<file path="config.mk">
export PLATFORM = sky130hd
export DESIGN_NAME = clock_source_switch_control
export DESIGN_NICKNAME = d
export VERILOG_FILES = /design/src/clk_switch_pkg.sv /design/src/clock_source_switch_control.sv
export SDC_FILE = /design/constraint.sdc
export NUM_CORES = 1
export LEC_CHECK = 0
export CAP_MARGIN = 25
export CORE_MARGIN = 1.5
export CORE_UTILIZATION = 30
export CTS_CLUSTER_DIAMETER = 80
export CTS_CLUSTER_SIZE = 12
export DETAILED_ROUTE_END_ITERATION = 16
export DONT_BUFFER_PORTS = 1
export GPL_ROUTABILITY_DRIVEN = 0
export PLACE_DENSITY = 0.43
export SYNTH_ARGS = -nofsm -noshare
export SYNTH_HDL_FRONTEND = slang
export SYNTH_SLANG_ARGS = --single-unit
export TNS_END_PERCENT = 20
</file>
<file path="constraint.sdc">
create_clock -name clk_sys -period 2.29 [get_ports clk_sys]
set_input_delay 0.458 -clock clk_sys [delete_from_list [all_inputs] [get_ports clk_sys]]
set_output_delay 0.458 -clock clk_sys [all_outputs]
set_load 0.03 [all_outputs]
</file>
<file path="src/clk_switch_pkg.sv">
// Constants and types for the clock source switch block
package clk_switch_pkg;
    // Register addresses on the special-register bus
    localparam logic [15:0] ADDR_TUNE = 16'h0096;
    localparam logic [15:0] ADDR_CTRL = 16'hFFDE;

    // Tuning register fields
    localparam int TUNE_TRIM_MSB = 5;
    localparam int TUNE_CLKOUT_BIT = 6;
    localparam int TUNE_RCFAST_BIT = 7;

    // Clock control register fields
    localparam int CTRL_DBL_BIT = 3;
    localparam int CTRL_XWD_BIT = 4;
    localparam int CTRL_RATE_BIT = 5;
    localparam int CTRL_DONE_BIT = 7;

    // Flash configuration byte fields
    localparam int CFG_DBL_BIT = 7;

    // Reset values of the software-written upper bits and the switch-complete flag
    localparam logic RST_CLKOUT = 1'b0;
    localparam logic RST_RCFAST = 1'b0;
    localparam logic RST_RATE = 1'b0;
    localparam logic RST_XWD = 1'b0;
    localparam logic RST_DONE = 1'b1;

    // Oscillator type codes
    localparam logic [2:0] OSC_EXT = 3'h7;
    localparam logic [2:0] OSC_WDO = 3'h4;
    localparam logic [2:0] OSC_RC = 3'h3;
    localparam logic [2:0] OSC_XLF = 3'h2;
    localparam logic [2:0] OSC_XMF = 3'h1;
    localparam logic [2:0] OSC_XHF = 3'h0;

    // Watchdog clock source codes
    localparam logic [1:0] WDSRC_400K = 2'h0;
    localparam logic [1:0] WDSRC_25K = 2'h1;
    localparam logic [1:0] WDSRC_XTAL = 2'h2;
    localparam logic [1:0] WDSRC_PCLK = 2'h3;

    // Wake-up timing
    localparam int SYS_CLK_MHZ = 40;
    localparam int XTAL_WAKE_TICKS = 1024;
    localparam int SHORT_WAKE_TICKS = 32;
    localparam int XTAL_EXTRA_US = 60;
    localparam int RC_WAKE_US = 200;
    localparam int XTAL_EXTRA_CYCLES = XTAL_EXTRA_US * SYS_CLK_MHZ;
    localparam int RC_WAKE_CYCLES = RC_WAKE_US * SYS_CLK_MHZ;
    localparam int CNT_W = 14;

    // Switch sequencer states
    typedef enum logic [3:0] {
        ST_IDLE = 4'b0001,
        ST_WAKE = 4'b0010,
        ST_HOLD = 4'b0100,
        ST_SWAP = 4'b1000
    } sw_state_t;
endpackage

</file>
<file path="src/clock_source_switch_control.sv">
// Clock source selection, on-the-fly switching and wake-up delay control
// Summary of operation
// - Six low tuning bits set RC frequency, loaded from factory value at reset.
// - Clock-output enable drives half CPU clock on crystal output when crystal unused.
// - RC fast-select makes RC the CPU clock source without reset.
// - Watchdog oscillator runs at 400 kHz or 25 kHz.
// - Clock source may switch at run time among four sources.
// - Bit 7 of control register is read-only switch-complete flag.
// - Starting a switch clears the switch-complete flag automatically.
// - Control register writes are ignored while switch-complete flag is 0.
// - Oscillator type and doubler load from flash configuration byte at reset.
// - Oscillator type codes: 111 ext, 100 wdog, 011 RC, 010/001/000 crystals.
// - Doubler bit doubles the RC output used for switching.
// - Crystal-for-watchdog bit picks low-speed crystal as watchdog clock.
// - Rate bit picks 400 kHz or 25 kHz watchdog oscillator when crystal not used.
// - Crystal sources wait 1024 oscillator ticks plus 60 us.
// - RC source waits 200 us before release.
// - Watchdog oscillator or external clock waits 32 oscillator ticks.
// - Reset clears clock-output enable and RC fast-select, loads tuning bits.
// - Larger tuning value lowers RC frequency, smaller raises it.
`timescale 1ns/1ps

module clock_source_switch_control
    import clk_switch_pkg::*;
#(
    parameter int RC_WAKE_CNT = RC_WAKE_CYCLES
) (
    // Clock and reset
    input wire logic clk_sys,
    input wire logic nrst,
    // Special-register bus
    input wire logic [15:0] sfr_addr,
    input wire logic sfr_wr,
    input wire logic sfr_rd,
    input wire logic [7:0] sfr_wdata,
    output logic [7:0] sfr_rdata,
    // Flash and factory values caught after reset
    input wire logic [7:0] flash_config_byte_one,
    input wire logic [5:0] factory_trim,
    // Oscillator ticks, one pulse per oscillator period
    input wire logic xtal_tick,
    input wire logic rc_tick,
    input wire logic wdo_tick,
    input wire logic ext_tick,
    input wire logic cpu_tick,
    // Watchdog request for its own oscillator
    input wire logic watchdog_clock_select,
    // Oscillator and clock tree controls
    output logic [5:0] rc_trim,
    output logic rc_doubler_on,
    output logic [2:0] oscillator_clock_source,
    output logic wdo_rate_slow,
    output logic [1:0] watchdog_clock_source,
    output logic clock_output_active,
    // Crystal output pin
    output logic crystal_output_pin_out,
    output logic crystal_output_pin_oe_n
);

    if (RC_WAKE_CNT < 1 || RC_WAKE_CNT >= (1 << CNT_W)) begin : g_rc_wake_range
        $error("RC_WAKE_CNT out of counter range");
    end

    // Register state
    logic [5:0] trim;
    logic clock_output_enable;
    logic rc_fast_select;
    logic [2:0] osc_type;
    logic rc_doubler;
    logic crystal_for_watchdog;
    logic watchdog_rate_select;
    logic switch_complete_flag;
    logic loaded;
    // Switch sequencer state
    sw_state_t state;
    logic [CNT_W-1:0] cnt;
    logic [2:0] pend_src;
    logic pend_dbl;
    logic clkout_q;
    logic wr_tune;
    logic wr_ctrl;
    logic [2:0] target_src;
    logic start;
    logic pend_tick;

    // True for any of the three crystal codes
    function automatic logic is_xtal(input logic [2:0] code);
        return (code == OSC_XLF) || (code == OSC_XMF) || (code == OSC_XHF);
    endfunction

    // Tick of the oscillator a code names
    function automatic logic tick_of(input logic [2:0] code, input logic xt, input logic rc,
                                     input logic wd, input logic ex);
        unique case (code)
            OSC_EXT: return ex;
            OSC_WDO: return wd;
            OSC_RC: return rc;
            default: return xt;
        endcase
    endfunction

    // Bus decode
    assign wr_tune = sfr_wr && (sfr_addr == ADDR_TUNE);
    assign wr_ctrl = sfr_wr && (sfr_addr == ADDR_CTRL);

    // Requested source: fast-select overrides the type field
    assign target_src = rc_fast_select ? OSC_RC : osc_type;
    assign start = loaded && (state == ST_IDLE) &&
                   ((target_src != oscillator_clock_source) || (rc_doubler != rc_doubler_on));
    assign pend_tick = tick_of(pend_src, xtal_tick, rc_tick, wdo_tick, ext_tick);

    // Configuration catch one edge after reset release
    always_ff @(posedge clk_sys or negedge nrst) begin
        if (!nrst) begin
            loaded <= 1'b0;
        end else begin
            loaded <= 1'b1;
        end
    end

    // Tuning register
    always_ff @(posedge clk_sys or negedge nrst) begin
        if (!nrst) begin
            trim <= '0;
            clock_output_enable <= RST_CLKOUT;
            rc_fast_select <= RST_RCFAST;
        end else if (!loaded) begin
            trim <= factory_trim;
        end else if (wr_tune) begin
            trim <= sfr_wdata[TUNE_TRIM_MSB:0];
            clock_output_enable <= sfr_wdata[TUNE_CLKOUT_BIT];
            rc_fast_select <= sfr_wdata[TUNE_RCFAST_BIT];
        end
    end

    // Clock control register, writes refused while a switch runs
    always_ff @(posedge clk_sys or negedge nrst) begin
        if (!nrst) begin
            osc_type <= OSC_XHF;
            rc_doubler <= 1'b0;
            crystal_for_watchdog <= RST_XWD;
            watchdog_rate_select <= RST_RATE;
        end else if (!loaded) begin
            osc_type <= flash_config_byte_one[2:0];
            rc_doubler <= flash_config_byte_one[CFG_DBL_BIT];
        end else if (wr_ctrl && switch_complete_flag) begin
            osc_type <= sfr_wdata[2:0];
            rc_doubler <= sfr_wdata[CTRL_DBL_BIT];
            crystal_for_watchdog <= sfr_wdata[CTRL_XWD_BIT];
            watchdog_rate_select <= sfr_wdata[CTRL_RATE_BIT];
        end
    end

    // Switch-complete flag
    always_ff @(posedge clk_sys or negedge nrst) begin
        if (!nrst) begin
            switch_complete_flag <= RST_DONE;
        end else if (start) begin
            switch_complete_flag <= 1'b0;
        end else if (state == ST_SWAP) begin
            switch_complete_flag <= 1'b1;
        end
    end

    // Wake-up sequencer: crystals count source ticks then wall time, RC wall time only, others source ticks only, then hand over
    always_ff @(posedge clk_sys or negedge nrst) begin
        if (!nrst) begin
            state <= ST_IDLE;
            cnt <= '0;
            pend_src <= OSC_XHF;
            pend_dbl <= 1'b0;
        end else begin
            unique case (state)
                ST_IDLE: begin
                    cnt <= '0;
                    if (start) begin
                        pend_src <= target_src;
                        pend_dbl <= rc_doubler;
                        if (target_src == OSC_RC) begin
                            state <= ST_HOLD;
                        end else begin
                            state <= ST_WAKE;
                        end
                    end
                end
                ST_WAKE: begin
                    if (pend_tick) begin
                        if (is_xtal(pend_src) && cnt == CNT_W'(XTAL_WAKE_TICKS - 1)) begin
                            cnt <= '0;
                            state <= ST_HOLD;
                        end else if (!is_xtal(pend_src) && cnt == CNT_W'(SHORT_WAKE_TICKS - 1)) begin
                            cnt <= '0;
                            state <= ST_SWAP;
                        end else begin
                            cnt <= cnt + 1'b1;
                        end
                    end
                end
                ST_HOLD: begin
                    if ((pend_src == OSC_RC && cnt == CNT_W'(RC_WAKE_CNT - 1)) ||
                        (pend_src != OSC_RC && cnt == CNT_W'(XTAL_EXTRA_CYCLES - 1))) begin
                        cnt <= '0;
                        state <= ST_SWAP;
                    end else begin
                        cnt <= cnt + 1'b1;
                    end
                end
                ST_SWAP: begin
                    cnt <= '0;
                    state <= ST_IDLE;
                end
            endcase
        end
    end

    // Active clock tree selection, loaded from the config byte after reset, then moved only at the handover cycle
    always_ff @(posedge clk_sys or negedge nrst) begin
        if (!nrst) begin
            oscillator_clock_source <= OSC_XHF;
            rc_doubler_on <= 1'b0;
        end else if (!loaded) begin
            oscillator_clock_source <= flash_config_byte_one[2:0];
            rc_doubler_on <= flash_config_byte_one[CFG_DBL_BIT];
        end else if (state == ST_SWAP) begin
            oscillator_clock_source <= pend_src;
            rc_doubler_on <= pend_dbl;
        end
    end

    // Oscillator and watchdog controls; higher trim lowers RC frequency
    always_ff @(posedge clk_sys or negedge nrst) begin
        if (!nrst) begin
            rc_trim <= '0;
            wdo_rate_slow <= 1'b0;
            watchdog_clock_source <= WDSRC_PCLK;
        end else begin
            rc_trim <= trim;
            wdo_rate_slow <= watchdog_rate_select;
            if (crystal_for_watchdog) begin
                watchdog_clock_source <= WDSRC_XTAL;
            end else if (watchdog_clock_select) begin
                watchdog_clock_source <= watchdog_rate_select ? WDSRC_25K : WDSRC_400K;
            end else begin
                watchdog_clock_source <= WDSRC_PCLK;
            end
        end
    end

    // Clock output: toggle per CPU clock gives half frequency
    always_ff @(posedge clk_sys or negedge nrst) begin
        if (!nrst) begin
            clkout_q <= 1'b0;
            clock_output_active <= 1'b0;
        end else begin
            clock_output_active <= clock_output_enable && !is_xtal(oscillator_clock_source) &&
                                   (state == ST_IDLE || !is_xtal(pend_src)) && !crystal_for_watchdog;
            if (!clock_output_active) begin
                clkout_q <= 1'b0;
            end else if (cpu_tick) begin
                clkout_q <= !clkout_q;
            end
        end
    end
    assign crystal_output_pin_out = clkout_q;
    assign crystal_output_pin_oe_n = !clock_output_active;

    // Read data, registered on the read strobe
    always_ff @(posedge clk_sys or negedge nrst) begin
        if (!nrst) begin
            sfr_rdata <= '0;
        end else if (sfr_rd) begin
            if (sfr_addr == ADDR_TUNE) begin
                sfr_rdata <= {rc_fast_select, clock_output_enable, trim};
            end else if (sfr_addr == ADDR_CTRL) begin
                sfr_rdata <= {switch_complete_flag, 1'b0, watchdog_rate_select,
                              crystal_for_watchdog, rc_doubler, osc_type};
            end else begin
                sfr_rdata <= 8'h00;
            end
        end
    end
endmodule

</file>
# == Word-level counts from Yosys, hierarchy flattened ==
# Cells that the tools add are included.
# classes
n_reduce_logical,32
muxes,33
n_eq_ne,29
n_addsub,1
# ops
op,n
two-way mux 14 bit,4
case mux 14 bit (3 select lines),1
two-way mux 4 bit,5
two-way mux 3 bit,6
== test 16 bit (second input constant),1
== test 16 x 8 -> 1 bit (second input constant),1
two-way mux 8 bit,2
case mux 4 bit (4 select lines),1
adder 14 x 1 -> 14 bit (second input constant),1
== test 14 x 10 -> 1 bit (second input constant),1
== test 14 x 12 -> 1 bit (second input constant),1
== test 14 x 13 -> 1 bit (second input constant),1
== test 14 x 5 -> 1 bit (second input constant),1
== test 3 x 2 -> 1 bit (second input constant),4
logical AND 1 bit,12
two-way mux 6 bit,2
two-way mux 1 bit,9
inequality test 2 bit (second input constant),4
logical OR 1 bit,7
== test 3 x 1 -> 1 bit (second input constant),2
== test 3 bit (second input constant),2
logical NOT 3 bit,2
inequality test 2 x 1 -> 1 bit (second input constant),3
AND reduction 2 bit,3
other kinds (14),19
# totals
out_inout_bits,24
register_bits,61
wordCells,116

# == Depth between registers and ports, before layout ==
# logic_depth
ltp_word,9
depth_mapped,7
depth_no_buf,6

# == Least setup slack after synthesis ==
# No wires, ideal clock.
# synth_timing
path_type,input -> register
startpoint,in sfr_addr[6]
endpoint,reg trim[5]
slack_ns,0.342
arrival_time_ns,1.811
cell_stages,5
setup_ns,0.137
cell_sequence,or4_4 > or4_4 > buf_6 > mux2i_1 > a21oi_1
# synth_between
elab_chain_len,3
# synth_lines
item,line,rtl
from (decl),clock_source_switch_control.sv:32,"input wire logic [15:0] sfr_addr,"
== test 16 x 8 -> 1 bit,clock_source_switch_control.sv:103,assign wr_tune = sfr_wr && (sfr_addr == ADDR_TUNE);
logical AND 1 bit,clock_source_switch_control.sv:103,
inequality test 2 x 1 -> 1 bit (no line),--,
to (signal assigned),clock_source_switch_control.sv:128,trim <= factory_trim;
to (signal assigned),clock_source_switch_control.sv:130,trim <= sfr_wdata[TUNE_TRIM_MSB:0];
to (decl),clock_source_switch_control.sv:65,logic [5:0] trim;
# Every way passes these cells.
# A chain may end at the register's enable or synchronous reset.

# == Worst setup path in the final report ==
# layout_timing
startpoint,reg cnt[0]
endpoint,reg cnt[1]
# layout_between
elab_chain_len,6
word_cells_on_any_way,15
cone_classes,1 x add/sub; 4 x eq/ne; 5 x mux; 5 x reduce/logical
# layout_lines
item,line,rtl
from (decl),clock_source_switch_control.sv:76,logic [CNT_W-1:0] cnt;
from (signal assigned),clock_source_switch_control.sv:195,cnt <= cnt + 1'b1;
from (signal assigned),clock_source_switch_control.sv:205,cnt <= cnt + 1'b1;
"parallel branches: the longest is 5 deep, another holds adder 14 x 1 -> 14 bit",--,
case mux 14 bit (3 select lines) *,clock_source_switch_control.sv:173,unique case (state)
# Mark *: on every way between the ends. The select of a mux whose other input is x is not followed.

==> insert_results.sql <==
INSERT INTO impl_metrics (metric_group, metric, value, unit) VALUES
('critical_path', 'data_arrival_critical_path', '2.29', 'ns'),
('die', 'initial_utilization', '0.3076', ''),
('finish', 'antennaDiodeCount', '0', ''),
('synth', 'ys_warn_count', '0', ''),
('clock_network', 'largest_buffer_count_on_any_clock_path', '2', ''),
('critical_path', 'critPathLaunch', 'cnt[0]', ''),
('sta', 'rsz_0062_raised_after_global_routing', 'no', ''),
('sta', 'max_slew_vio_count', '0', ''),
('die', 'boundaryPins', '72', ''),
('critical_path', 'cp-start-kind', 'flop', ''),
('die', 'fp.dieArea', '11160', 'um^2'),
('route', 'average_via_count_per_standard_cell', '5.207', ''),
('die', 'die_w', '105.7', 'um'),
('sta', 'final_worst_path_period_need', '2.085', 'ns'),
('grt', 'grt_start_max_net_pins', '62', ''),
('synth', 'synth-main-ff-cell', 'dfrtp_1', ''),
('clock_network', 'clock_sinks', '61', ''),
('placement', 'dp_hpwl', '5.531', 'mm'),
('power', 'vdd.ir_drop.worst', '0.3187', 'mV'),
('finish', 'final_layout_size_suffix_gt1_frac', '0.1636', ''),
('grt', 'initial_antenna_violation_count', '0', ''),
('sta', 'final_min_period_over_clock_period', '0.9104', ''),
('die', 'die_height', '105.7', 'um'),
('synth', 'synth-seq-cells', '61', ''),
('sta', 'hold_slack', '0.1478', 'ns'),
('synth', 'synth_area', '3162', 'um^2'),
('critical_path', 'setup.worst_path.class', 'reg -> reg', ''),
('grt', 'global_route.overflow_total', '0', ''),
('finish', 'area.growth.synth_to_final', '15.35', '%'),
('clock_network', 'worstSkewPairLatency', '0.34', 'ns'),
('synth', 'synth.largest_area_cell', 'dfrtp_1', ''),
('route', 'avgRoutedWirePerCell', '16.54', 'um'),
('critical_path', 'critPathMaxStageDelay', '0.59', 'ns'),
('route', 'vias', '2395', ''),
('route', 'detailed_routing_iteration_count_for_the_pre_antenna_repair_pass', '6', ''),
('grt', 'gr-usage-all-layers', '0.1452', ''),
('route', 'total_routed_length', '7.609', 'mm'),
('grt', 'grt_pass1_wl', '12.61', 'mm'),
('critical_path', 'crit_top_cell', 'nand4_1', ''),
('critical_path', 'worst_r2r_startpoint', 'cnt[0]', ''),
('route', 'drt-initial-drc-count', '103', ''),
('critical_path', 'regToRegEndpoint', 'cnt[1]', ''),
('run_status', 'outcome', 'finished clean', ''),
('synth', 'ys_top_cells_by_area', 'dfrtp_1, mux2i_1, a21oi_1', ''),
('synth', 'synth_top_area_share', '0.4511', ''),
('run', 'cap_viol_max_count', '0', ''),
('synth', 'post_synth.cell_area_avg', '10.37', 'um^2'),
('finish', 'layout.nets', '368', ''),
('clock_network', 'cts_tree', 'yes', ''),
('synth', 'syn_inst', '305', ''),
('sta', 'slew_headroom', '0.4210', ''),
('clock_network', 'cts_max_level', '3', ''),
('critical_path', 'reg2regPathDepth', '6', ''),
('sta', 'timing.final.hold_violations', '0', ''),
('power', 'static_leakage_power', '1.514', 'nW'),
('clock_network', 'clk_transition_reported_paths', '0.08', 'ns'),
('critical_path', 'crit_path_cell_trace', 'ha_1 > nand4_1 > nor3b_1 > nand4_1 > a221oi_4 > nor3_1', ''),
('route', 'ant_nets', '0', ''),
('sta', 'fin_worst_skew', '0.009149', 'ns'),
('die', 'core-area', '10280', 'um^2'),
('sta', 'fin_setup_tns', '0', 'ns'),
('sta', 'setup_viol', '0', ''),
('hold_path', 'timing.hold.worst.class', 'in -> reg', ''),
('clock_network', 'cts_resized', '0', ''),
('critical_path', 'ff2ff_setup_slack', '0.21', 'ns'),
('die', 'std_cell_rows', '37', ''),
('synth', 'synth.lib_cells_used.distinct', '61', ''),
('synth', 'seq_area_frac_synth', '0.4844', ''),
('critical_path', 'cp.required', '2.49', 'ns'),
('grt', 'grt_pass1_vias', '2427', ''),
('clock_network', 'tritoncts.num_buffers', '9', '');
[cells by family after synthesis]
| logic type | after synthesis | synth area share |
|---|---|---|
| compound gates | 74 | 0.1646 |
| xor+xnor | 13 | 0.03601 |
| fa+ha+maj | 1 | 0.003957 |
| buf+inv | 22 | 0.03205 |
| flops | 61 | 0.4844 |
| mux | 24 | 0.07835 |
| other cells | 1 | 0.001186 |
| simple gates | 109 | 0.1994 |
[layout by cell type, fill, tap and decap left out, drive strengths merged, types with 4 or more instances in the layout]
master and instances:
a21oi 29, a22oi 7, and2 5, and3 4, buf 14, clkbuf 10, dfrtp 57, dfstp 4
inv 12, mux2 6, mux2i 18, nand2 11, nand3 10, nand4 7, nor2 38, nor3 9
nor4b 5, o211ai 4, o21ai 10, xnor2 6, xor2 7
[layout make-up]
| type | count | area, um^2 |
|---|---|---|
| fill | 1048 | 6630 |
| sequential | 61 | 1531 |
| multi-input combinational | 222 | 1529 |
| tap | 136 | 170.2 |
| timing repair buffer | 15 | 147.6 |
| clock buffer | 10 | 137.6 |
| clock inverter | 6 | 93.84 |
| inverter | 10 | 37.54 |
[critical path, delay by kind of cell (launching register included)]
family / cells / cell delay [ns]
compound gates: 1 / 0.59
flops: 1 / 0.40
simple gates: 4 / 0.71
fa+ha+maj: 1 / 0.24
[through the flow]
step / instances / instance area (um^2) / power (mW) / utilization / setup WS [ns]
after floorplan: 305 / 3162 / 1.828 / - / 0.3422
after CTS: 460 / 3647 / 3.175 / 0.3549 / 0.1692
after global placement: 442 / 3378 / 1.997 / 0.3287 / 0.2568
final: 460 / 3647 / 3.128 / 0.3549 / 0.2052
after global routing: 460 / 3647 / 3.305 / 0.3549 / 0.06187
after detailed placement: 442 / 3378 / 2.006 / 0.3287 / 0.1887
[registers in the layout (all words and copies together) (netlist names), 2 cells and up]
| signal | flops |
|---|---|
| sfr_rdata | 8 |
| watchdog_clock_source | 2 |
| oscillator_clock_source | 3 |
| state | 4 |
| cnt | 14 |
| osc_type | 3 |
| pend_src | 3 |
| rc_trim | 6 |
| trim | 6 |
[worst min-delay path by stage]
stage | endpoint | cells past startpoint | from
after global routing | watchdog_clock_source[1] | 1 | watchdog_clock_select
final | watchdog_clock_source[1] | 1 | watchdog_clock_select
after detailed placement | wdo_rate_slow | 0 | nrst
after global placement | wdo_rate_slow | 0 | nrst
after floorplan | clock_output_active | 0 | nrst
after CTS | watchdog_clock_source[1] | 1 | watchdog_clock_select
[what timing repair did]
item,in CTS,in global routing
hold buffers,2,0
setup buffers,0,0
endpoints found under the hold margin,61,0
[metal layers]
layer / track usage / routed length [um] / vias to the layer above
met2: 0.2180 / 3440 / 52
met3: 0.03649 / 374 / 12
li1: - / - / 1150
met1: 0.1977 / 3663 / 1181
met4: 0.06274 / 131 / 0
met5: 0 / 0 / -
[report_power, final]
part           internal (mW)  leakage [nW]  switching (mW)  total, mW
logic                  0.263         0.658           0.298      0.561
clock network          0.652         0.113           0.470       1.12
registers               1.22         0.742           0.227       1.44
Note: power is estimated with default switching activity, not from simulation.
